File: config.mk
export PLATFORM = sky130hd
export DESIGN_NAME = t2c_timer
export DESIGN_NICKNAME = d
export VERILOG_FILES = /design/src/hw/t2c_pkg.sv /design/src/hw/t2c_ticks.sv /design/src/hw/t2c_timer.sv
export VERILOG_INCLUDE_DIRS = /design/src /design/src/hw
export SDC_FILE = /design/constraint.sdc
export NUM_CORES = 1
export LEC_CHECK = 0
export ABC_AREA = 1
export BUFFER_PORTS_ARGS = -buffer_cell sky130_fd_sc_hd__buf_4
export CELL_PAD_IN_SITES_DETAIL_PLACEMENT = 1
export CELL_PAD_IN_SITES_GLOBAL_PLACEMENT = 2
export CORE_MARGIN = 4
export CORE_UTILIZATION = 33
export CTS_CLUSTER_DIAMETER = 80
export DETAILED_ROUTE_END_ITERATION = 8
export GPL_TIMING_DRIVEN = 1
export PLACE_DENSITY_LB_ADDON = 0.05
export SKIP_LAST_GASP = 1
export SYNTH_ARGS = -nofsm -noshare
export SYNTH_HDL_FRONTEND = slang
export SYNTH_HIERARCHICAL = 1
export SYNTH_SLANG_ARGS = --single-unit
File: constraint.sdc
create_clock -name REF_CLK_IN -period 2.1 [get_ports REF_CLK_IN]
set_input_delay 0.21 -clock REF_CLK_IN [delete_from_list [all_inputs] [get_ports REF_CLK_IN]]
set_output_delay 0.21 -clock REF_CLK_IN [all_outputs]
set_load 0.01 [all_outputs]
File: src/hw/t2c_consts.svh
// Offsets, field positions, reset values and counts for the timer control block.
// Included by the design modules and the checker; definitions only.
`ifndef T2C_CONSTS_SVH
`define T2C_CONSTS_SVH

// ****************************************************************
// Register map
// ****************************************************************
`define T2C_PAGE          8'h00
`define T2C_CTRL_ADDR     8'hc8
`define T2C_RLD_LO_ADDR   8'hca
`define T2C_RLD_HI_ADDR   8'hcb
`define T2C_CNT_LO_ADDR   8'hcc
`define T2C_CNT_HI_ADDR   8'hcd
`define T2C_CTRL_RESET    8'h00
`define T2C_BYTE_RESET    8'h00

// ****************************************************************
// Control register fields
// ****************************************************************
`define T2C_BIT_HIGH_FLAG 7
`define T2C_BIT_LOW_FLAG  6
`define T2C_BIT_LOW_IRQ   5
`define T2C_BIT_CAPTURE   4
`define T2C_BIT_SPLIT     3
`define T2C_BIT_RUN       2
`define T2C_BIT_UNUSED    1
`define T2C_BIT_EXT_CLK   0
`define T2C_WRITE_MASK    8'hfd

// ****************************************************************
// Counts
// ****************************************************************
`define T2C_BYTE_MAX      8'hff
`define T2C_WORD_MAX      16'hffff
`define T2C_DIV12_LAST    4'hb
`define T2C_EXT_TICK_AT   3'h3
`define T2C_EXT_FALL_AT   3'h7

`endif

File: src/hw/t2c_pkg.sv
// Types shared by the timer control block and its tick generator.
// Assumes t2c_consts.svh is on the include path.
package t2c_pkg;

    typedef enum logic
    {
        T2C_MODE_WORD  = 1'b0,
        T2C_MODE_SPLIT = 1'b1
    } t2c_mode_e;

    typedef struct packed
    {
        logic      high_overflow_flag;
        logic      low_overflow_flag;
        logic      low_byte_irq_enable;
        logic      capture_mode_enable;
        t2c_mode_e split_mode_select;
        logic      run_control;
        logic      unused;
        logic      ext_clock_select;
    } t2c_ctrl_s;

    typedef struct packed
    {
        logic div12_tick;
        logic ext8_tick;
        logic ext8_fall;
    } t2c_ticks_s;

endpackage

File: src/hw/t2c_ticks.sv
// Tick generator: core clock divided by 12 and external clock divided by 8.
// Assumes the external clock input is sampled on the core clock.
`timescale 1ns/100ps
`include "t2c_consts.svh"

module t2c_ticks
(
    input  wire logic              clk_in,
    input  wire logic              rst_in,
    input  wire logic              ext_clk_in,
    output t2c_pkg::t2c_ticks_s    ticks_out
);
    import t2c_pkg::*;

    logic       ext_sync1;
    logic       ext_sync2;
    logic       ext_prev;
    logic [2:0] ext_div;
    logic [3:0] div12;
    t2c_ticks_s next_ticks;

    // ****************************************************************
    // Decode
    // ****************************************************************
    wire ext_rise   = ext_sync2 & ~ext_prev;
    wire div12_wrap = (div12 == `T2C_DIV12_LAST);

    assign next_ticks.div12_tick = div12_wrap;
    assign next_ticks.ext8_tick  = ext_rise && (ext_div == `T2C_EXT_TICK_AT);
    // Divided clock falls as the divider wraps back to zero
    assign next_ticks.ext8_fall  = ext_rise && (ext_div == `T2C_EXT_FALL_AT);

    // ****************************************************************
    // Registers
    // ****************************************************************
    always_ff @(posedge clk_in or posedge rst_in)
    begin
        if (rst_in)
        begin
            ext_sync1 <= 1'b0;
            ext_sync2 <= 1'b0;
            ext_prev  <= 1'b0;
            ext_div   <= 3'h0;
            div12     <= 4'h0;
            ticks_out <= '0;
        end
        else
        begin
            ext_sync1 <= ext_clk_in;
            ext_sync2 <= ext_sync1;
            ext_prev  <= ext_sync2;
            ext_div   <= ext_rise ? ext_div + 3'h1 : ext_div;
            div12     <= div12_wrap ? 4'h0 : div12 + 4'h1;
            ticks_out <= next_ticks;
        end
    end

endmodule // t2c_ticks

File: src/hw/t2c_timer.sv
// Timer 2 control, counter, reload and capture logic behind the SFR bus.
// Assumes the SFR bus signals are synchronous to REF_CLK_IN and a write lasts one cycle.
`timescale 1ns/100ps
`include "t2c_consts.svh"

module t2c_timer
(
    input  wire logic       REF_CLK_IN,
    input  wire logic       RST_IN,
    input  wire logic [7:0] SFR_ADDR_IN,
    input  wire logic [7:0] SFR_PAGE_IN,
    input  wire logic       SFR_WR_IN,
    input  wire logic [7:0] SFR_WDATA_IN,
    input  wire logic       SFR_BIT_WR_IN,
    input  wire logic [2:0] SFR_BIT_SEL_IN,
    input  wire logic       SFR_BIT_VAL_IN,
    input  wire logic       TIMER_IRQ_ENABLE_IN,
    input  wire logic       HIGH_FAST_CLOCK_SELECT_IN,
    input  wire logic       LOW_FAST_CLOCK_SELECT_IN,
    input  wire logic       EXT_CLK_IN,
    output logic [7:0]      SFR_RDATA_OUT,
    output logic            TIMER_IRQ_OUT
);
    import t2c_pkg::*;

    t2c_ctrl_s   timer_control_reg;
    t2c_ctrl_s   next_ctrl;
    logic [15:0] count;
    logic [15:0] reload;
    logic [15:0] next_count;
    logic [15:0] next_reload;
    logic        set_high;
    logic        set_low;
    t2c_ticks_s  ticks;

    // ****************************************************************
    // Tick sources
    // ****************************************************************
    t2c_ticks u_ticks
    (
        .clk_in     (REF_CLK_IN),
        .rst_in     (RST_IN),
        .ext_clk_in (EXT_CLK_IN),
        .ticks_out  (ticks)
    );

    wire       ext_sel    = timer_control_reg.ext_clock_select;
    wire       slow_tick  = ext_sel ? ticks.ext8_tick : ticks.div12_tick;
    wire       low_tick   = LOW_FAST_CLOCK_SELECT_IN  | slow_tick;
    wire       high_tick  = HIGH_FAST_CLOCK_SELECT_IN | slow_tick;
    wire       run        = timer_control_reg.run_control;
    wire       split      = (timer_control_reg.split_mode_select == T2C_MODE_SPLIT);
    wire       capture    = timer_control_reg.capture_mode_enable && ticks.ext8_fall;

    // ****************************************************************
    // SFR decode
    // ****************************************************************
    wire       page_hit   = (SFR_PAGE_IN == `T2C_PAGE);
    wire       ctrl_hit   = page_hit && (SFR_ADDR_IN == `T2C_CTRL_ADDR);
    wire       rll_hit    = page_hit && (SFR_ADDR_IN == `T2C_RLD_LO_ADDR);
    wire       rlh_hit    = page_hit && (SFR_ADDR_IN == `T2C_RLD_HI_ADDR);
    wire       cntl_hit   = page_hit && (SFR_ADDR_IN == `T2C_CNT_LO_ADDR);
    wire       cnth_hit   = page_hit && (SFR_ADDR_IN == `T2C_CNT_HI_ADDR);
    wire       ctrl_byte  = SFR_WR_IN && ctrl_hit;
    wire       ctrl_bit   = SFR_BIT_WR_IN && ctrl_hit;
    wire [7:0] bit_mask   = 8'h01 << SFR_BIT_SEL_IN;
    wire [7:0] bit_value  = (timer_control_reg & ~bit_mask) | (SFR_BIT_VAL_IN ? bit_mask : 8'h00);
    wire [7:0] ctrl_wdata = ctrl_byte ? SFR_WDATA_IN : bit_value;
    wire [7:0] ctrl_write = (ctrl_byte || ctrl_bit) ? ctrl_wdata : timer_control_reg;

    wire [7:0] read_mux   = ctrl_hit ? (timer_control_reg & `T2C_WRITE_MASK) :
                            rll_hit  ? reload[7:0]  :
                            rlh_hit  ? reload[15:8] :
                            cntl_hit ? count[7:0]   :
                            cnth_hit ? count[15:8]  : 8'h00;

    // ****************************************************************
    // Control next value
    // ****************************************************************
    always_comb
    begin
        next_ctrl                    = t2c_ctrl_s'(ctrl_write & `T2C_WRITE_MASK);
        // Hardware sets win over a software clear in the same cycle
        next_ctrl.high_overflow_flag = next_ctrl.high_overflow_flag | set_high;
        next_ctrl.low_overflow_flag  = next_ctrl.low_overflow_flag  | set_low;
    end

    // ****************************************************************
    // Counter next value
    // ****************************************************************
    always_comb
    begin
        next_count = count;
        set_high   = 1'b0;
        set_low    = 1'b0;
        if (!split)
        begin
            if (run && low_tick)
            begin
                if (count == `T2C_WORD_MAX)
                begin
                    next_count = reload;
                    set_high   = 1'b1;
                    set_low    = 1'b1;
                end
                else
                begin
                    next_count = count + 16'h0001;
                    set_low    = (count[7:0] == `T2C_BYTE_MAX);
                end
            end
        end
        else
        begin
            if (low_tick)
            begin
                if (count[7:0] == `T2C_BYTE_MAX)
                begin
                    next_count[7:0] = reload[7:0];
                    set_low         = 1'b1;
                end
                else
                begin
                    next_count[7:0] = count[7:0] + 8'h01;
                end
            end
            if (run && high_tick)
            begin
                if (count[15:8] == `T2C_BYTE_MAX)
                begin
                    next_count[15:8] = reload[15:8];
                    set_high         = 1'b1;
                end
                else
                begin
                    next_count[15:8] = count[15:8] + 8'h01;
                end
            end
        end
        if (capture)
        begin
            set_high = 1'b1;
        end
        // Software writes to the count bytes take priority over counting
        if (SFR_WR_IN && cntl_hit)
        begin
            next_count[7:0] = SFR_WDATA_IN;
        end
        if (SFR_WR_IN && cnth_hit)
        begin
            next_count[15:8] = SFR_WDATA_IN;
        end
    end

    // ****************************************************************
    // Reload next value
    // ****************************************************************
    always_comb
    begin
        next_reload = capture ? count : reload;
        if (SFR_WR_IN && rll_hit)
        begin
            next_reload[7:0] = SFR_WDATA_IN;
        end
        if (SFR_WR_IN && rlh_hit)
        begin
            next_reload[15:8] = SFR_WDATA_IN;
        end
    end

    // Interrupt request follows the flags, low flag only when enabled
    wire next_irq = TIMER_IRQ_ENABLE_IN &&
                    (timer_control_reg.high_overflow_flag ||
                     (timer_control_reg.low_byte_irq_enable &&
                      timer_control_reg.low_overflow_flag));

    // ****************************************************************
    // Registers
    // ****************************************************************
    always_ff @(posedge REF_CLK_IN or posedge RST_IN)
    begin
        if (RST_IN)
        begin
            timer_control_reg <= t2c_ctrl_s'(`T2C_CTRL_RESET);
            count             <= {`T2C_BYTE_RESET, `T2C_BYTE_RESET};
            reload            <= {`T2C_BYTE_RESET, `T2C_BYTE_RESET};
            SFR_RDATA_OUT     <= 8'h00;
            TIMER_IRQ_OUT     <= 1'b0;
        end
        else
        begin
            timer_control_reg <= next_ctrl;
            count             <= next_count;
            reload            <= next_reload;
            SFR_RDATA_OUT     <= read_mux;
            TIMER_IRQ_OUT     <= next_irq;
        end
    end

endmodule // t2c_timer

; Word level (Yosys, flattened, before mapping)
; Index checks and enable logic that the tools add are counted.
[classes]
add_sub_neg = 5
n_mul = 0
n_div = 0
magnitude_cmp = 0
n_eq_ne = 13
n_shift = 1
mux = 33
bitwise = 9
n_reduce_logical = 27
[op_table]
columns = operator, count
row1 = $mux 8, 16
row2 = $mux 16, 4
row3 = $eq 8x8->1 const B, 7
row4 = $logic_and 1x1->1, 18
row5 = $add 16x1->16 const B, 1
row6 = $add 8x1->8 const B, 2
row7 = $eq 16x16->1 const B, 1
row8 = $mux 1, 12
row9 = $and 8x8->8, 1
row10 = $logic_not 8->1, 1
row11 = $not 8->8, 1
row12 = $or 8x8->8, 1
row13 = $shl 1x3->8 const A, 1
row14 = $ne 3x1->1 const B, 2
row15 = $reduce_bool 3->1, 2
row16 = $add 4x1->4 const B, 1
row17 = $eq 4x4->1 const B, 1
row18 = $mux 4, 1
row19 = $or 1x1->1, 4
row20 = $reduce_and 2->1, 2
row21 = $reduce_bool 2->1, 2
row22 = $add 3x1->3 const B, 1
row23 = $eq 3x2->1 const B, 1
row24 = $eq 3x3->1 const B, 1
row25 = other kinds (3), 4
[word_totals]
regBits = 61
latchBits = 0
mem_bits_rw = 0
romBits = 0
inputBits = 36
out_inout_bits = 9
word_cells = 109
mem_count = 0

; Logic depth before layout (Yosys ltp)
; Gate-level depths: netlist of the first run.
[depth]
word_depth = 7
ltp_mapped = 11
depth_no_buf = 11

; Hierarchy
; Netlist of the first run, hierarchy kept.
[modules_own_cells]
columns = mod, instances, cells_each, area_per_inst_um2, seq_area_each_um2
row1 = t2c_timer, 1, 570, 3659.8, 1201.2
row2 = t2c_ticks, 1, 43, 503.0, 325.3

; Worst setup path before layout of the first run
; OpenSTA, ideal clock, no wires.
[synth_path]
path_kind = reg-to-reg
start = register count[8]
end = register count[15]
setup_ns = 0.116
arrival_time_ns = 1.477
t_required_ns = 1.984
slack_ns = 0.506
stages_incl_launch_ff = 11
path_buffers = 0
period_less_slack_ns = 1.594
cell_sequence = dfrtp_1 -> ha_1 -> nand2_1 -> nor2_2 -> nand2_2 -> nor2_2 -> nor2_1 -> nand3_1 -> nand3_1 -> nand2_1 -> nand2_1
[synth_via]
elab_chain_cells = 5
word_cells_on_any_way = 10
classes_between = add/sub (2) / eq/ne (2) / mux (6)
[synth_rtl]
columns = element, line
row1 = from (decl), t2c_timer.sv:28  ; logic [15:0] count;
row2 = from (signal assigned), t2c_timer.sv:185  ; count <= {`T2C_BYTE_RESET, `T2C_BYTE_RESET};
row3 = from (signal assigned), t2c_timer.sv:193  ; count <= next_count;
row4 = $add 16x1->16 (tied with other cells), t2c_timer.sv:108  ; next_count = count + 16'h0001;
row5 = $mux 16 or $mux 8 (tied branches), "t2c_timer.sv:100, t2c_timer.sv:129"
row6 = $mux 16 or $mux 8 (tied branches), "t2c_timer.sv:98, t2c_timer.sv:127"
row7 = $mux 16 (*), t2c_timer.sv:96  ; if (!split)
row8 = $mux 8 (*), t2c_timer.sv:149  ; if (SFR_WR_IN && cnth_hit)
; Mark *: on every way between the ends. The rest lies on a longest branch, timed or not. The select of a mux whose other input is x is not followed.
; A chain may end at the register's enable or synchronous reset.

; Final worst setup path of the first run
[layout_path]
start = register count[0]
end = register count[12]
[layout_via]
elab_chain_cells = 5
word_cells_on_any_way = 6
classes_between = add/sub (1) / eq/ne (1) / mux (4)
[layout_rtl]
columns = element, line
row1 = $add 16x1->16 or $eq 16x16->1 (tied branches), -
row2 = $mux 16 (*), t2c_timer.sv:100  ; if (count == `T2C_WORD_MAX)
row3 = $mux 16 (*), t2c_timer.sv:98  ; if (run && low_tick)
row4 = $mux 16 (*), t2c_timer.sv:96
row5 = $mux 8 (*), t2c_timer.sv:149
; Marks and branches as above.

==> impl_metrics.env, run 1 <==
export IMPL_status="complete, no violations"
export IMPL_antenna_found_initial=0
export IMPL_period_share_pct=92.17
export IMPL_clk_latency_ns=0.35
export IMPL_hp_class="input pin to flop"
export IMPL_cp_max_fo=9
export IMPL_syn_area_per_cell_um2=6.791
export IMPL_synthArstFlopShare_pct=100.0
export IMPL_slew_limit_headroom_pct=65.48
export IMPL_skew_ns=0.008193
export IMPL_grt_pass1_vias=4426
export IMPL_clk_pin_slew_ns=0.06
export IMPL_p_per_area_nw_per_um2=798.6
export IMPL_placementRows=40
export IMPL_multi_input_area_um2=2272
export IMPL_netlist_area_leader_share_pct=36.67
export IMPL_leakagePower_uw=0.002498
export IMPL_final_setup_tns_ns=0
export IMPL_syn_nets=655
export IMPL_endpoint_kind="flop"
export IMPL_yosysTopAreaCell="dfrtp_1"
export IMPL_drtIter0Drc=278
export IMPL_clockRootBuffer="clkbuf_16"
export IMPL_coreArea_um2=12160
export IMPL_nets=715
export IMPL_grtUsageTotal_pct=22.15
export IMPL_wire_per_inst_um=18.23
export IMPL_portBuffers=44
export IMPL_synth_edff_count=0
export IMPL_numCtsBuffers=9
export IMPL_drc=0
export IMPL_syn_inst=613
export IMPL_die_area_um2=14480
export IMPL_cts_sinks=61
export IMPL_worstPathRequired_ns=2.33
export IMPL_die_width_um=120.3
export IMPL_yosysWarnings=6
export IMPL_hpwl_um=12000
export IMPL_regArea_um2=1526
export IMPL_synth_area_um2=4163
export IMPL_reg_top3="count: 16 flops, reload: 16 flops, SFR_RDATA_OUT: 8 flops"
export IMPL_globalplace_congestion=0.8571
export IMPL_synth_area_top_cells="dfrtp_1 (37%), nand2_1 (17%), nand3_1 (9.5%)"
export IMPL_grt_pass1_wl_um=24650
export IMPL_cts_tree="yes"
export IMPL_worst_pin_slew_ns=0.5136
export IMPL_ir_drop_mv=0.5297
export IMPL_grt_start_max_net_pins=33
export IMPL_syn_to_final_growth_pct=23.20
export IMPL_fmax_mhz=516.7
export IMPL_critPathLaunchType="flop"
export IMPL_wl_um=15420
export IMPL_holdWs_ns=0.08466
export IMPL_dr_total_vias=4355
export IMPL_htreeDepth=3
export IMPL_setup_ws_ns=0.1645
export IMPL_critical_path_class="flop to flop"
export IMPL_grt_overflow_total=0
export IMPL_cts_setup_buffers=0
export IMPL_io_pins=45
export IMPL_die_h_um=120.3
export IMPL_place_ws_ns=0.1265
export IMPL_num_fill_cells=1587
export IMPL_fin_total_pwr_uw=4096
export IMPL_drive_gt1_share_pct=15.93
export IMPL_first_pass_iters=4
export IMPL_synth_top_flop_cell="dfrtp_1"
export IMPL_maxSlewViolCount=0
export IMPL_arrival_ns=2.16
export IMPL_setup_viol=0
export IMPL_ant_nets=0
export IMPL_hold_viol=0
export IMPL_fin_crit_ns=1.935
export IMPL_synth_seq_cells=61
export IMPL_rsz0062_at_grt="yes"
export IMPL_clockBufferDepth=2
export IMPL_maxCapViolCount=0
export IMPL_viasPerCell=5.148
export IMPL_ys_seq_area_share_pct=36.67
export IMPL_start_util_pct=34.23
export IMPL_synth_cell_types=31
export IMPL_antennaDiodeCount=0
-- per-stage QoR --
step / cell area (um2) / instances / util [%]
4_1_cts: 5124 / 846 / 42.13
3_3_place_gp: 4778 / 828 / 39.29
5_1_grt: 5129 / 846 / 42.17
6_report: 5129 / 846 / 42.17
3_5_place_dp: 4778 / 828 / 39.29
2_1_floorplan: 4163 / 613 / -
-- path summary, 6_finish.rpt --
path	slack [ns]	to	cells after the start	from
hold reg to reg	0.36	u_ticks/ext_sync2$_DFF_PP0_	0	u_ticks/ext_sync1$_DFF_PP0_
max in group asynchronous	1.07	count[1]$_DFFE_PP0P_	4	RST_IN
setup reg to reg	0.16	count[12]$_DFFE_PP0P_	10	count[0]$_DFFE_PP0P_
hold / removal	0.08	TIMER_IRQ_OUT$_DFF_PP0_	3	TIMER_IRQ_ENABLE_IN
setup / recovery	0.16	count[12]$_DFFE_PP0P_	10	count[0]$_DFFE_PP0P_
min in group asynchronous	0.46	u_ticks/ext_sync1$_DFF_PP0_	3	RST_IN
-- power breakdown --
part	switching [uW]	internal [uW]
Clock	610	1040
Combinational	581	384
Sequential	168	1310
-- cells in the mapped netlist (all sizes together), types with 4 or more instances --
| cell | count |
|---|---|
| nand2 | 189 |
| buf | 8 |
| nor3 | 10 |
| nand3 | 82 |
| clkbuf | 6 |
| a21oi | 14 |
| nand3b | 4 |
| dfrtp | 61 |
| o21ai | 42 |
| nand4 | 12 |
| nor2 | 61 |
| o211ai | 29 |
| inv | 79 |
| ha | 6 |
-- logic make-up after synthesis --
group | share of synthesized area, %
compound gates | 12.11
buf+inv | 8.867
simple gates | 39.50
fa+ha+maj | 1.803
flops | 36.67
xor+xnor | 1.052
-- cells in the final DEF (no fill, tap or decap), types with 2 or more instances in the layout --
cell,count
nand3_1,79
xor2_1,3
o21ai_0,36
inv_2,6
inv_1,73
dfrtp_1,61
clkinv_4,2
nand2_1,183
o21ai_1,6
ha_1,6
nor2_2,6
nand4_1,12
nor3_2,3
nor2_1,50
buf_4,60
a21oi_1,14
dlygate4sd3_1,2
nand2_4,2
nand2_2,4
bufinv_16,2
nand3b_1,4
nor2_4,5
clkbuf_16,9
xnor2_1,2
nand3_2,2
clkinvlp_4,3
clkinv_1,2
o211ai_1,29
nor3_1,6
-- timing repair --
action                                  CTS  global route
endpoints found under the setup margin    0             4
hold buffers                              2             0
resized for setup                         0             2
hold endpoints to repair                 30             0
-- per-layer routing --
metal  up-vias  track usage, %  routed length [um]
met4         0           5.807                 255
met1      2128           29.96                7160
met3        21           3.601                 668
met5         -               0                   0
li1       2122               -                   -
met2        84           36.95                7336
-- area by class of cell --
type	instances	area share, %
Clock buffer	9	4.391
Clock inverter	7	1.952
Inverter	81	5.928
Multi-Input combinational cell	457	44.30
Sequential cell	61	29.76
Tap cell	168	4.099
Timing Repair Buffer	63	9.563
-- worst max-delay path, stage by stage, from the launching register on --
cell	delay (ns)
dfrtp_1	0.43
ha_1	0.20
nand2_1	0.10
nor2_1	0.19
nand2_1	0.22
nand2_1	0.30
nand2_1	0.09
nand2_1	0.07
nand2_1	0.04
nor2_1	0.09
o21ai_0	0.09
Note: power is estimated with default switching activity, not from simulation.
==> inputs of run 2 (changes only) <==
==> constraint.sdc (replaced) <==
create_clock -name REF_CLK_IN -period 2.1 [get_ports REF_CLK_IN]
set_input_delay 0.105 -clock REF_CLK_IN [delete_from_list [all_inputs] [get_ports REF_CLK_IN]]
set_output_delay 0.105 -clock REF_CLK_IN [all_outputs]
set_load 0.01 [all_outputs]
==> run 2 against run 1 <==
  * Design area is 0.51% lower
  * Critical path depth unchanged
  * Global-route usage grew 0.15 points
  * Cell count up 0.24%
  * First-iteration DRC count increased by 18%
  * Worst setup slack worse by 0.0067 ns
  * Clock skew fell by 0.00078 ns
  * Via count is 0.71% lower
  * Count of clock-buffer cells in the layout unchanged
  * Power decreased by 4.7%
  * Routed wire length is 0.12% higher
  * Core utilization fell by 0.22 points
  * Highest routed layer unchanged
==> impl_metrics.env, run 2 (same netlist as run 1, synthesis figures left out) <==
export IMPL_wl_um=15440
export IMPL_grt_pass1_wl_um=24760
export IMPL_grt_overflow_total=0
export IMPL_drtIter0Drc=329
export IMPL_viasPerCell=5.099
export IMPL_period_share_pct=92.49
export IMPL_cts_sinks=61
export IMPL_hpwl_um=11860
export IMPL_wire_per_inst_um=18.21
export IMPL_clockRootBuffer="clkbuf_16"
export IMPL_hp_class="input pin to flop"
export IMPL_drive_gt1_share_pct=16.03
export IMPL_antenna_found_initial=0
export IMPL_clk_latency_ns=0.35
export IMPL_worst_pin_slew_ns=0.5432
export IMPL_critical_path_class="flop to flop"
export IMPL_grt_start_max_net_pins=49
export IMPL_slew_limit_headroom_pct=63.49
export IMPL_cts_tree="yes"
export IMPL_drc=0
export IMPL_io_pins=45
export IMPL_reg_top3="count: 16 flops, reload: 16 flops, SFR_RDATA_OUT: 8 flops"
export IMPL_grtUsageTotal_pct=22.30
export IMPL_maxSlewViolCount=0
export IMPL_holdWs_ns=0.01169
export IMPL_syn_to_final_growth_pct=22.57
export IMPL_die_area_um2=14480
export IMPL_clockBufferDepth=2
export IMPL_leakagePower_uw=0.002496
export IMPL_fin_crit_ns=1.942
export IMPL_setup_ws_ns=0.1578
export IMPL_p_per_area_nw_per_um2=765.0
export IMPL_status="complete, no violations"
export IMPL_start_util_pct=34.23
export IMPL_portBuffers=44
export IMPL_globalplace_congestion=0.8729
export IMPL_final_setup_tns_ns=0
export IMPL_rsz0062_at_grt="yes"
export IMPL_ant_nets=0
export IMPL_critPathLaunchType="flop"
export IMPL_dr_total_vias=4324
export IMPL_placementRows=40
export IMPL_arrival_ns=2.18
export IMPL_place_ws_ns=0.1404
export IMPL_grt_pass1_vias=4493
export IMPL_numCtsBuffers=9
export IMPL_antennaDiodeCount=0
export IMPL_hold_viol=0
export IMPL_maxCapViolCount=0
export IMPL_first_pass_iters=4
export IMPL_mostFrequentLayoutCells="nand2_1 (182), nand3_1 (79), inv_1 (73)"
export IMPL_fmax_mhz=514.9
export IMPL_die_width_um=120.3
export IMPL_coreArea_um2=12160
export IMPL_fin_cells=848
export IMPL_fin_util_pct=41.95
export IMPL_final_common_cell="nand2_1"
export IMPL_cts_setup_buffers=0
export IMPL_skew_ns=0.007416
export IMPL_endpoint_kind="flop"
export IMPL_setup_viol=0
export IMPL_nets=717
export IMPL_die_h_um=120.3
export IMPL_ir_drop_mv=0.3552
export IMPL_dp_cells=828
export IMPL_worstPathRequired_ns=2.34
export IMPL_cp_max_fo=8
export IMPL_clk_pin_slew_ns=0.06
export IMPL_htreeDepth=3
==> run 2: cell count changes in the layout (fill, tap and decap cells not counted) <==
cell / previous run / this run
clkinv_4: 2 / 1
inv_6: 0 / 4
nand2_2: 4 / 5
nand2_1: 183 / 182
nor2_2: 6 / 7
clkinv_2: 0 / 1
dlygate4sd3_1: 2 / 4
nor2_4: 5 / 4
bufinv_16: 2 / 0
clkinvlp_4: 3 / 1
==> run 2: path summary, 6_finish.rpt <==
path / slack [ns] / depth (start not counted) / end / startpoint
max: 0.16 / 10 / count[1]$_DFFE_PP0P_ / count[0]$_DFFE_PP0P_
min: 0.01 / 3 / reload[9]$_DFFE_PP0P_ / SFR_WDATA_IN[1]
max reg2reg: 0.16 / 10 / count[1]$_DFFE_PP0P_ / count[0]$_DFFE_PP0P_
min reg2reg: 0.36 / 0 / u_ticks/ext_sync2$_DFF_PP0_ / u_ticks/ext_sync1$_DFF_PP0_
max in group asynchronous: 1.43 / 3 / u_ticks/ticks_out[0]$_DFF_PP0_ / RST_IN
min in group asynchronous: 0.34 / 3 / u_ticks/div12[3]$_DFF_PP0_ / RST_IN
==> run 2: layer usage <==
| layer | track usage (%) | vias to the layer above | share of wire [%] |
|---|---|---|---|
| met3 | 4.630 | 18 | 4.3 |
| li1 | - | 2137 | - |
| met1 | 29.82 | 2101 | 46 |
| met4 | 5.737 | 0 | 1.3 |
| met2 | 36.92 | 68 | 48 |
| met5 | 0 | - | 0 |
==> run 2: area by class of cell <==
| type | count | area [um2] |
|---|---|---|
| repair buffers | 65 | 510.5 |
| flip-flops and latches | 61 | 1526 |
| clock inverters | 7 | 56.30 |
| clock buffers | 9 | 225.2 |
| multi-input cells | 457 | 2270 |
| inverters | 81 | 304.0 |
| fillers | 1565 | 7059 |
| well taps | 168 | 210.2 |
==> run 2: metrics by stage <==
step	total power, uW	cell area (um2)
after global placement	2426	4778
after detailed placement	2465	4778
final	3903	5102
after floorplan	2048	4163
after global routing	4154	5102
after CTS	3940	5100
==> run 2: where the power goes <==
group	switching, uW	internal, uW
Combinational	577	386
Sequential	176	1310
Clock	640	815
Total	1390	2510
==> run 2: timing repair <==
action	in CTS	in global routing
hold buffers	4	0
resized for setup	0	2
endpoints found under the setup margin	0	11
endpoints found under the hold margin	64	0
==> run 2: critical path, cell delays in order (launching register included) <==
cell,delay [ns]
dfrtp_1,0.44
ha_1,0.20
nand2_1,0.12
nor2_1,0.19
nand2_1,0.22
inv_2,0.19
nand2_2,0.15
nand2_1,0.09
nand3_1,0.08
nand3_1,0.09
nand2_1,0.05
==> inputs of run 3 (changes only) <==
--- a/config.mk
+++ b/config.mk
@@ -6,12 +6,11 @@
 export SDC_FILE = /design/constraint.sdc
 export NUM_CORES = 1
 export LEC_CHECK = 0
-export ABC_AREA = 1
 export BUFFER_PORTS_ARGS = -buffer_cell sky130_fd_sc_hd__buf_4
 export CELL_PAD_IN_SITES_DETAIL_PLACEMENT = 1
 export CELL_PAD_IN_SITES_GLOBAL_PLACEMENT = 2
 export CORE_MARGIN = 4
-export CORE_UTILIZATION = 33
+export CORE_UTILIZATION = 36
 export CTS_CLUSTER_DIAMETER = 80
 export DETAILED_ROUTE_END_ITERATION = 8
 export GPL_TIMING_DRIVEN = 1
==> run 3 against run 2 <==
  * Critical endpoint is now count[9]$_DFFE_PP0P_
  * Die area decreased by 14%
  * Largest power group is now the clock network
  * Global-route usage increased by 0.87 points
  * Power decreased by 30%
  * Synthesized cell count decreased by 30%
  * Non-clock buffer count increased by 34
  * Register-to-register slack got worse by 0.09 ns
  * Sequential power decreased by 17%
  * Worst setup slack got worse by 0.091 ns
  * Worst hold slack improved by 0.0090 ns
  * Cell count decreased by 24%
==> impl_metrics.env, run 3 <==
export IMPL_synth_xor_area_share_pct=1.136
export IMPL_top_usage_layer="met2"
export IMPL_clockBufferDepth=2
export IMPL_synth_cell_types=64
export IMPL_worstPathRequired_ns=2.33
export IMPL_grt_pass1_vias=4006
export IMPL_synth_mux_area_fraction_pct=9.058
export IMPL_final_common_cell="buf_4"
export IMPL_hold_viol=0
export IMPL_drc=0
export IMPL_setup_ws_ns=0.06633
export IMPL_ir_drop_mv=0.3655
export IMPL_hp_class="input pin to flop"
export IMPL_fin_total_pwr_uw=2751
export IMPL_yosysWarnings=6
export IMPL_drive_gt1_share_pct=28.91
export IMPL_antenna_found_initial=0
export IMPL_holdWs_ns=0.02068
export IMPL_maxSlewViolCount=0
export IMPL_grt_overflow_total=0
export IMPL_skew_ns=0.008418
export IMPL_globalplace_congestion=0.8507
export IMPL_slew_limit_headroom_pct=58.38
export IMPL_viasPerCell=5.775
export IMPL_synth_top_family_by_area="simple AND/OR/NAND/NOR gates"
export IMPL_antennaDiodeCount=0
export IMPL_status="complete, no violations"
export IMPL_fin_cells=648
export IMPL_p_per_area_nw_per_um2=556.4
export IMPL_num_fill_cells=1240
export IMPL_fin_util_pct=47.68
export IMPL_syn_area_per_cell_um2=8.941
export IMPL_reg_top3="count: 16 flops, reload: 16 flops, SFR_RDATA_OUT: 8 flops"
export IMPL_ys_seq_area_share_pct=39.61
export IMPL_ant_nets=0
export IMPL_synth_commonest_cells="dfrtp_1 (61), nand2_1 (37), nor2_1 (34)"
export IMPL_syn_to_final_growth_pct=28.31
export IMPL_synth_area_top_cells="dfrtp_1 (40%), mux2i_1 (5.5%), a21oi_1 (3.6%)"
export IMPL_fmax_mhz=491.7
export IMPL_grt_use_met2_pct=37.43
export IMPL_synth_top_flop_cell="dfrtp_1"
export IMPL_portBuffers=44
export IMPL_synthArstFlopShare_pct=100.0
export IMPL_clk_pin_slew_ns=0.07
export IMPL_drtIter0Drc=216
export IMPL_synth_seq_cells=61
export IMPL_cp_max_fo=2
export IMPL_synthSimpleGateAreaFrac_pct=23.60
export IMPL_grt_util_met3_pct=2.772
export IMPL_syn_nets=473
export IMPL_place_ws_ns=-0.1539
export IMPL_met1_usage_pct=31.76
export IMPL_critPathLaunchType="flop"
export IMPL_first_pass_iters=5
export IMPL_synth_area_um2=3854
export IMPL_hpwl_um=10530
export IMPL_clk_latency_ns=0.36
export IMPL_yosys_cell_count_top_type="dfrtp_1"
export IMPL_yosysTopAreaCell="dfrtp_1"
export IMPL_arrival_ns=2.27
export IMPL_worst_pin_slew_ns=0.6234
export IMPL_netlist_area_leader_share_pct=39.61
export IMPL_dr_total_vias=3742
export IMPL_die_area_um2=12420
export IMPL_grtUsageTotal_pct=23.17
export IMPL_nets=550
export IMPL_grt_start_max_net_pins=28
export IMPL_start_util_pct=37.16
export IMPL_die_h_um=111.5
export IMPL_critical_path_class="flop to flop"
export IMPL_leakagePower_uw=0.002201
export IMPL_wire_per_inst_um=21.43
export IMPL_cts_tree="yes"
export IMPL_placementRows=37
export IMPL_syn_inst=431
export IMPL_period_share_pct=96.84
export IMPL_htreeDepth=3
export IMPL_mostFrequentLayoutCells="buf_4 (93), dfrtp_1 (61), nand2_1 (37)"
export IMPL_maxCapViolCount=0
export IMPL_cts_sinks=61
export IMPL_synth_fa_ha_area_share_pct=1.948
export IMPL_dp_cells=629
export IMPL_fin_crit_ns=2.034
export IMPL_synth_compound_gate_area_share_pct=20.29
export IMPL_rsz0062_at_grt="yes"
export IMPL_coreArea_um2=10370
export IMPL_numCtsBuffers=9
export IMPL_setup_viol=0
export IMPL_endpoint_kind="flop"
export IMPL_clockRootBuffer="clkbuf_8"
export IMPL_synth_edff_count=0
export IMPL_wl_um=13880
export IMPL_io_pins=45
export IMPL_die_width_um=111.5
export IMPL_grt_pass1_wl_um=22440
run 3: path summary, 6_finish.rpt:
| path | start | to | slack, ns | cells after the start |
|---|---|---|---|---|
| max | count[8]$_DFFE_PP0P_ | count[9]$_DFFE_PP0P_ | 0.07 | 6 |
| min | SFR_WDATA_IN[2] | count[2]$_DFFE_PP0P_ | 0.02 | 2 |
| max reg2reg | count[8]$_DFFE_PP0P_ | count[9]$_DFFE_PP0P_ | 0.07 | 6 |
| min reg2reg | u_ticks/ext_sync1$_DFF_PP0_ | u_ticks/ext_sync2$_DFF_PP0_ | 0.35 | 0 |
| max in group asynchronous | RST_IN | reload[10]$_DFFE_PP0P_ | 1.14 | 4 |
| min in group asynchronous | RST_IN | u_ticks/ticks_out[2]$_DFF_PP0_ | 0.34 | 3 |
run 3: power by group:
group | internal [uW] | switching, uW | total (uW) | leakage (uW)
logic | 123 | 138 | 261 | 0.00136
registers | 1210 | 21.4 | 1240 | 0.000728
clock network | 759 | 496 | 1250 | 0.000115
run 3: routing by layer:
| metal | wire [um] | vias up | part of all wire (%) |
|---|---|---|---|
| li1 | - | 1759 | - |
| met1 | 6343 | 1890 | 46 |
| met2 | 6743 | 72 | 49 |
| met3 | 549 | 21 | 4.0 |
| met4 | 248 | 0 | 1.8 |
| met5 | 0 | - | 0 |
run 3: logic make-up (layout without fill, tap and decap cells):
logic type,after synthesis,count (layout)
AND/OR/NAND/NOR,168,168
AO/OA/AOI/OAI,116,116
flip-flops,61,61
buffers and inverters,42,123
multiplexers,33,33
adder cells (fa/ha/maj),6,6
XOR/XNOR,5,5
run 3: worst max-delay path: stages (launching register included):
cell	delay (ns)
dfrtp_1	0.36
ha_1	0.20
nand4_1	0.24
nor4_4	0.35
mux2_2	0.39
nor4b_2	0.27
a211oi_1	0.09
run 3: through the flow:
| step | TNS (ns) | cell area [um2] |
|---|---|---|
| floorplan | -0.03737 | 3872 |
| CTS | 0 | 4926 |
| detailed placement | -1.714 | 4653 |
| global placement | -1.067 | 4653 |
| finish | 0 | 4945 |
| global route | -0.03462 | 4945 |
run 3: cell type report:
class,instances,area [um2],area share (%)
clock inverter,3,67.56,1.366
timing repair buffer,99,778.2,15.74
sequential,61,1526,30.87
inverter,9,33.78,0.6832
multi-input combinational,328,2203,44.56
clock buffer,12,165.2,3.340
tap,136,170.2,3.441
run 3: timing repair:
item / 4_1_cts / 5_1_grt
hold endpoints to repair: 39 / 0
gates resized for setup: 0 / 4
setup buffers: 0 / 0
endpoints found under the setup margin: 0 / 6
hold buffers: 4 / 0
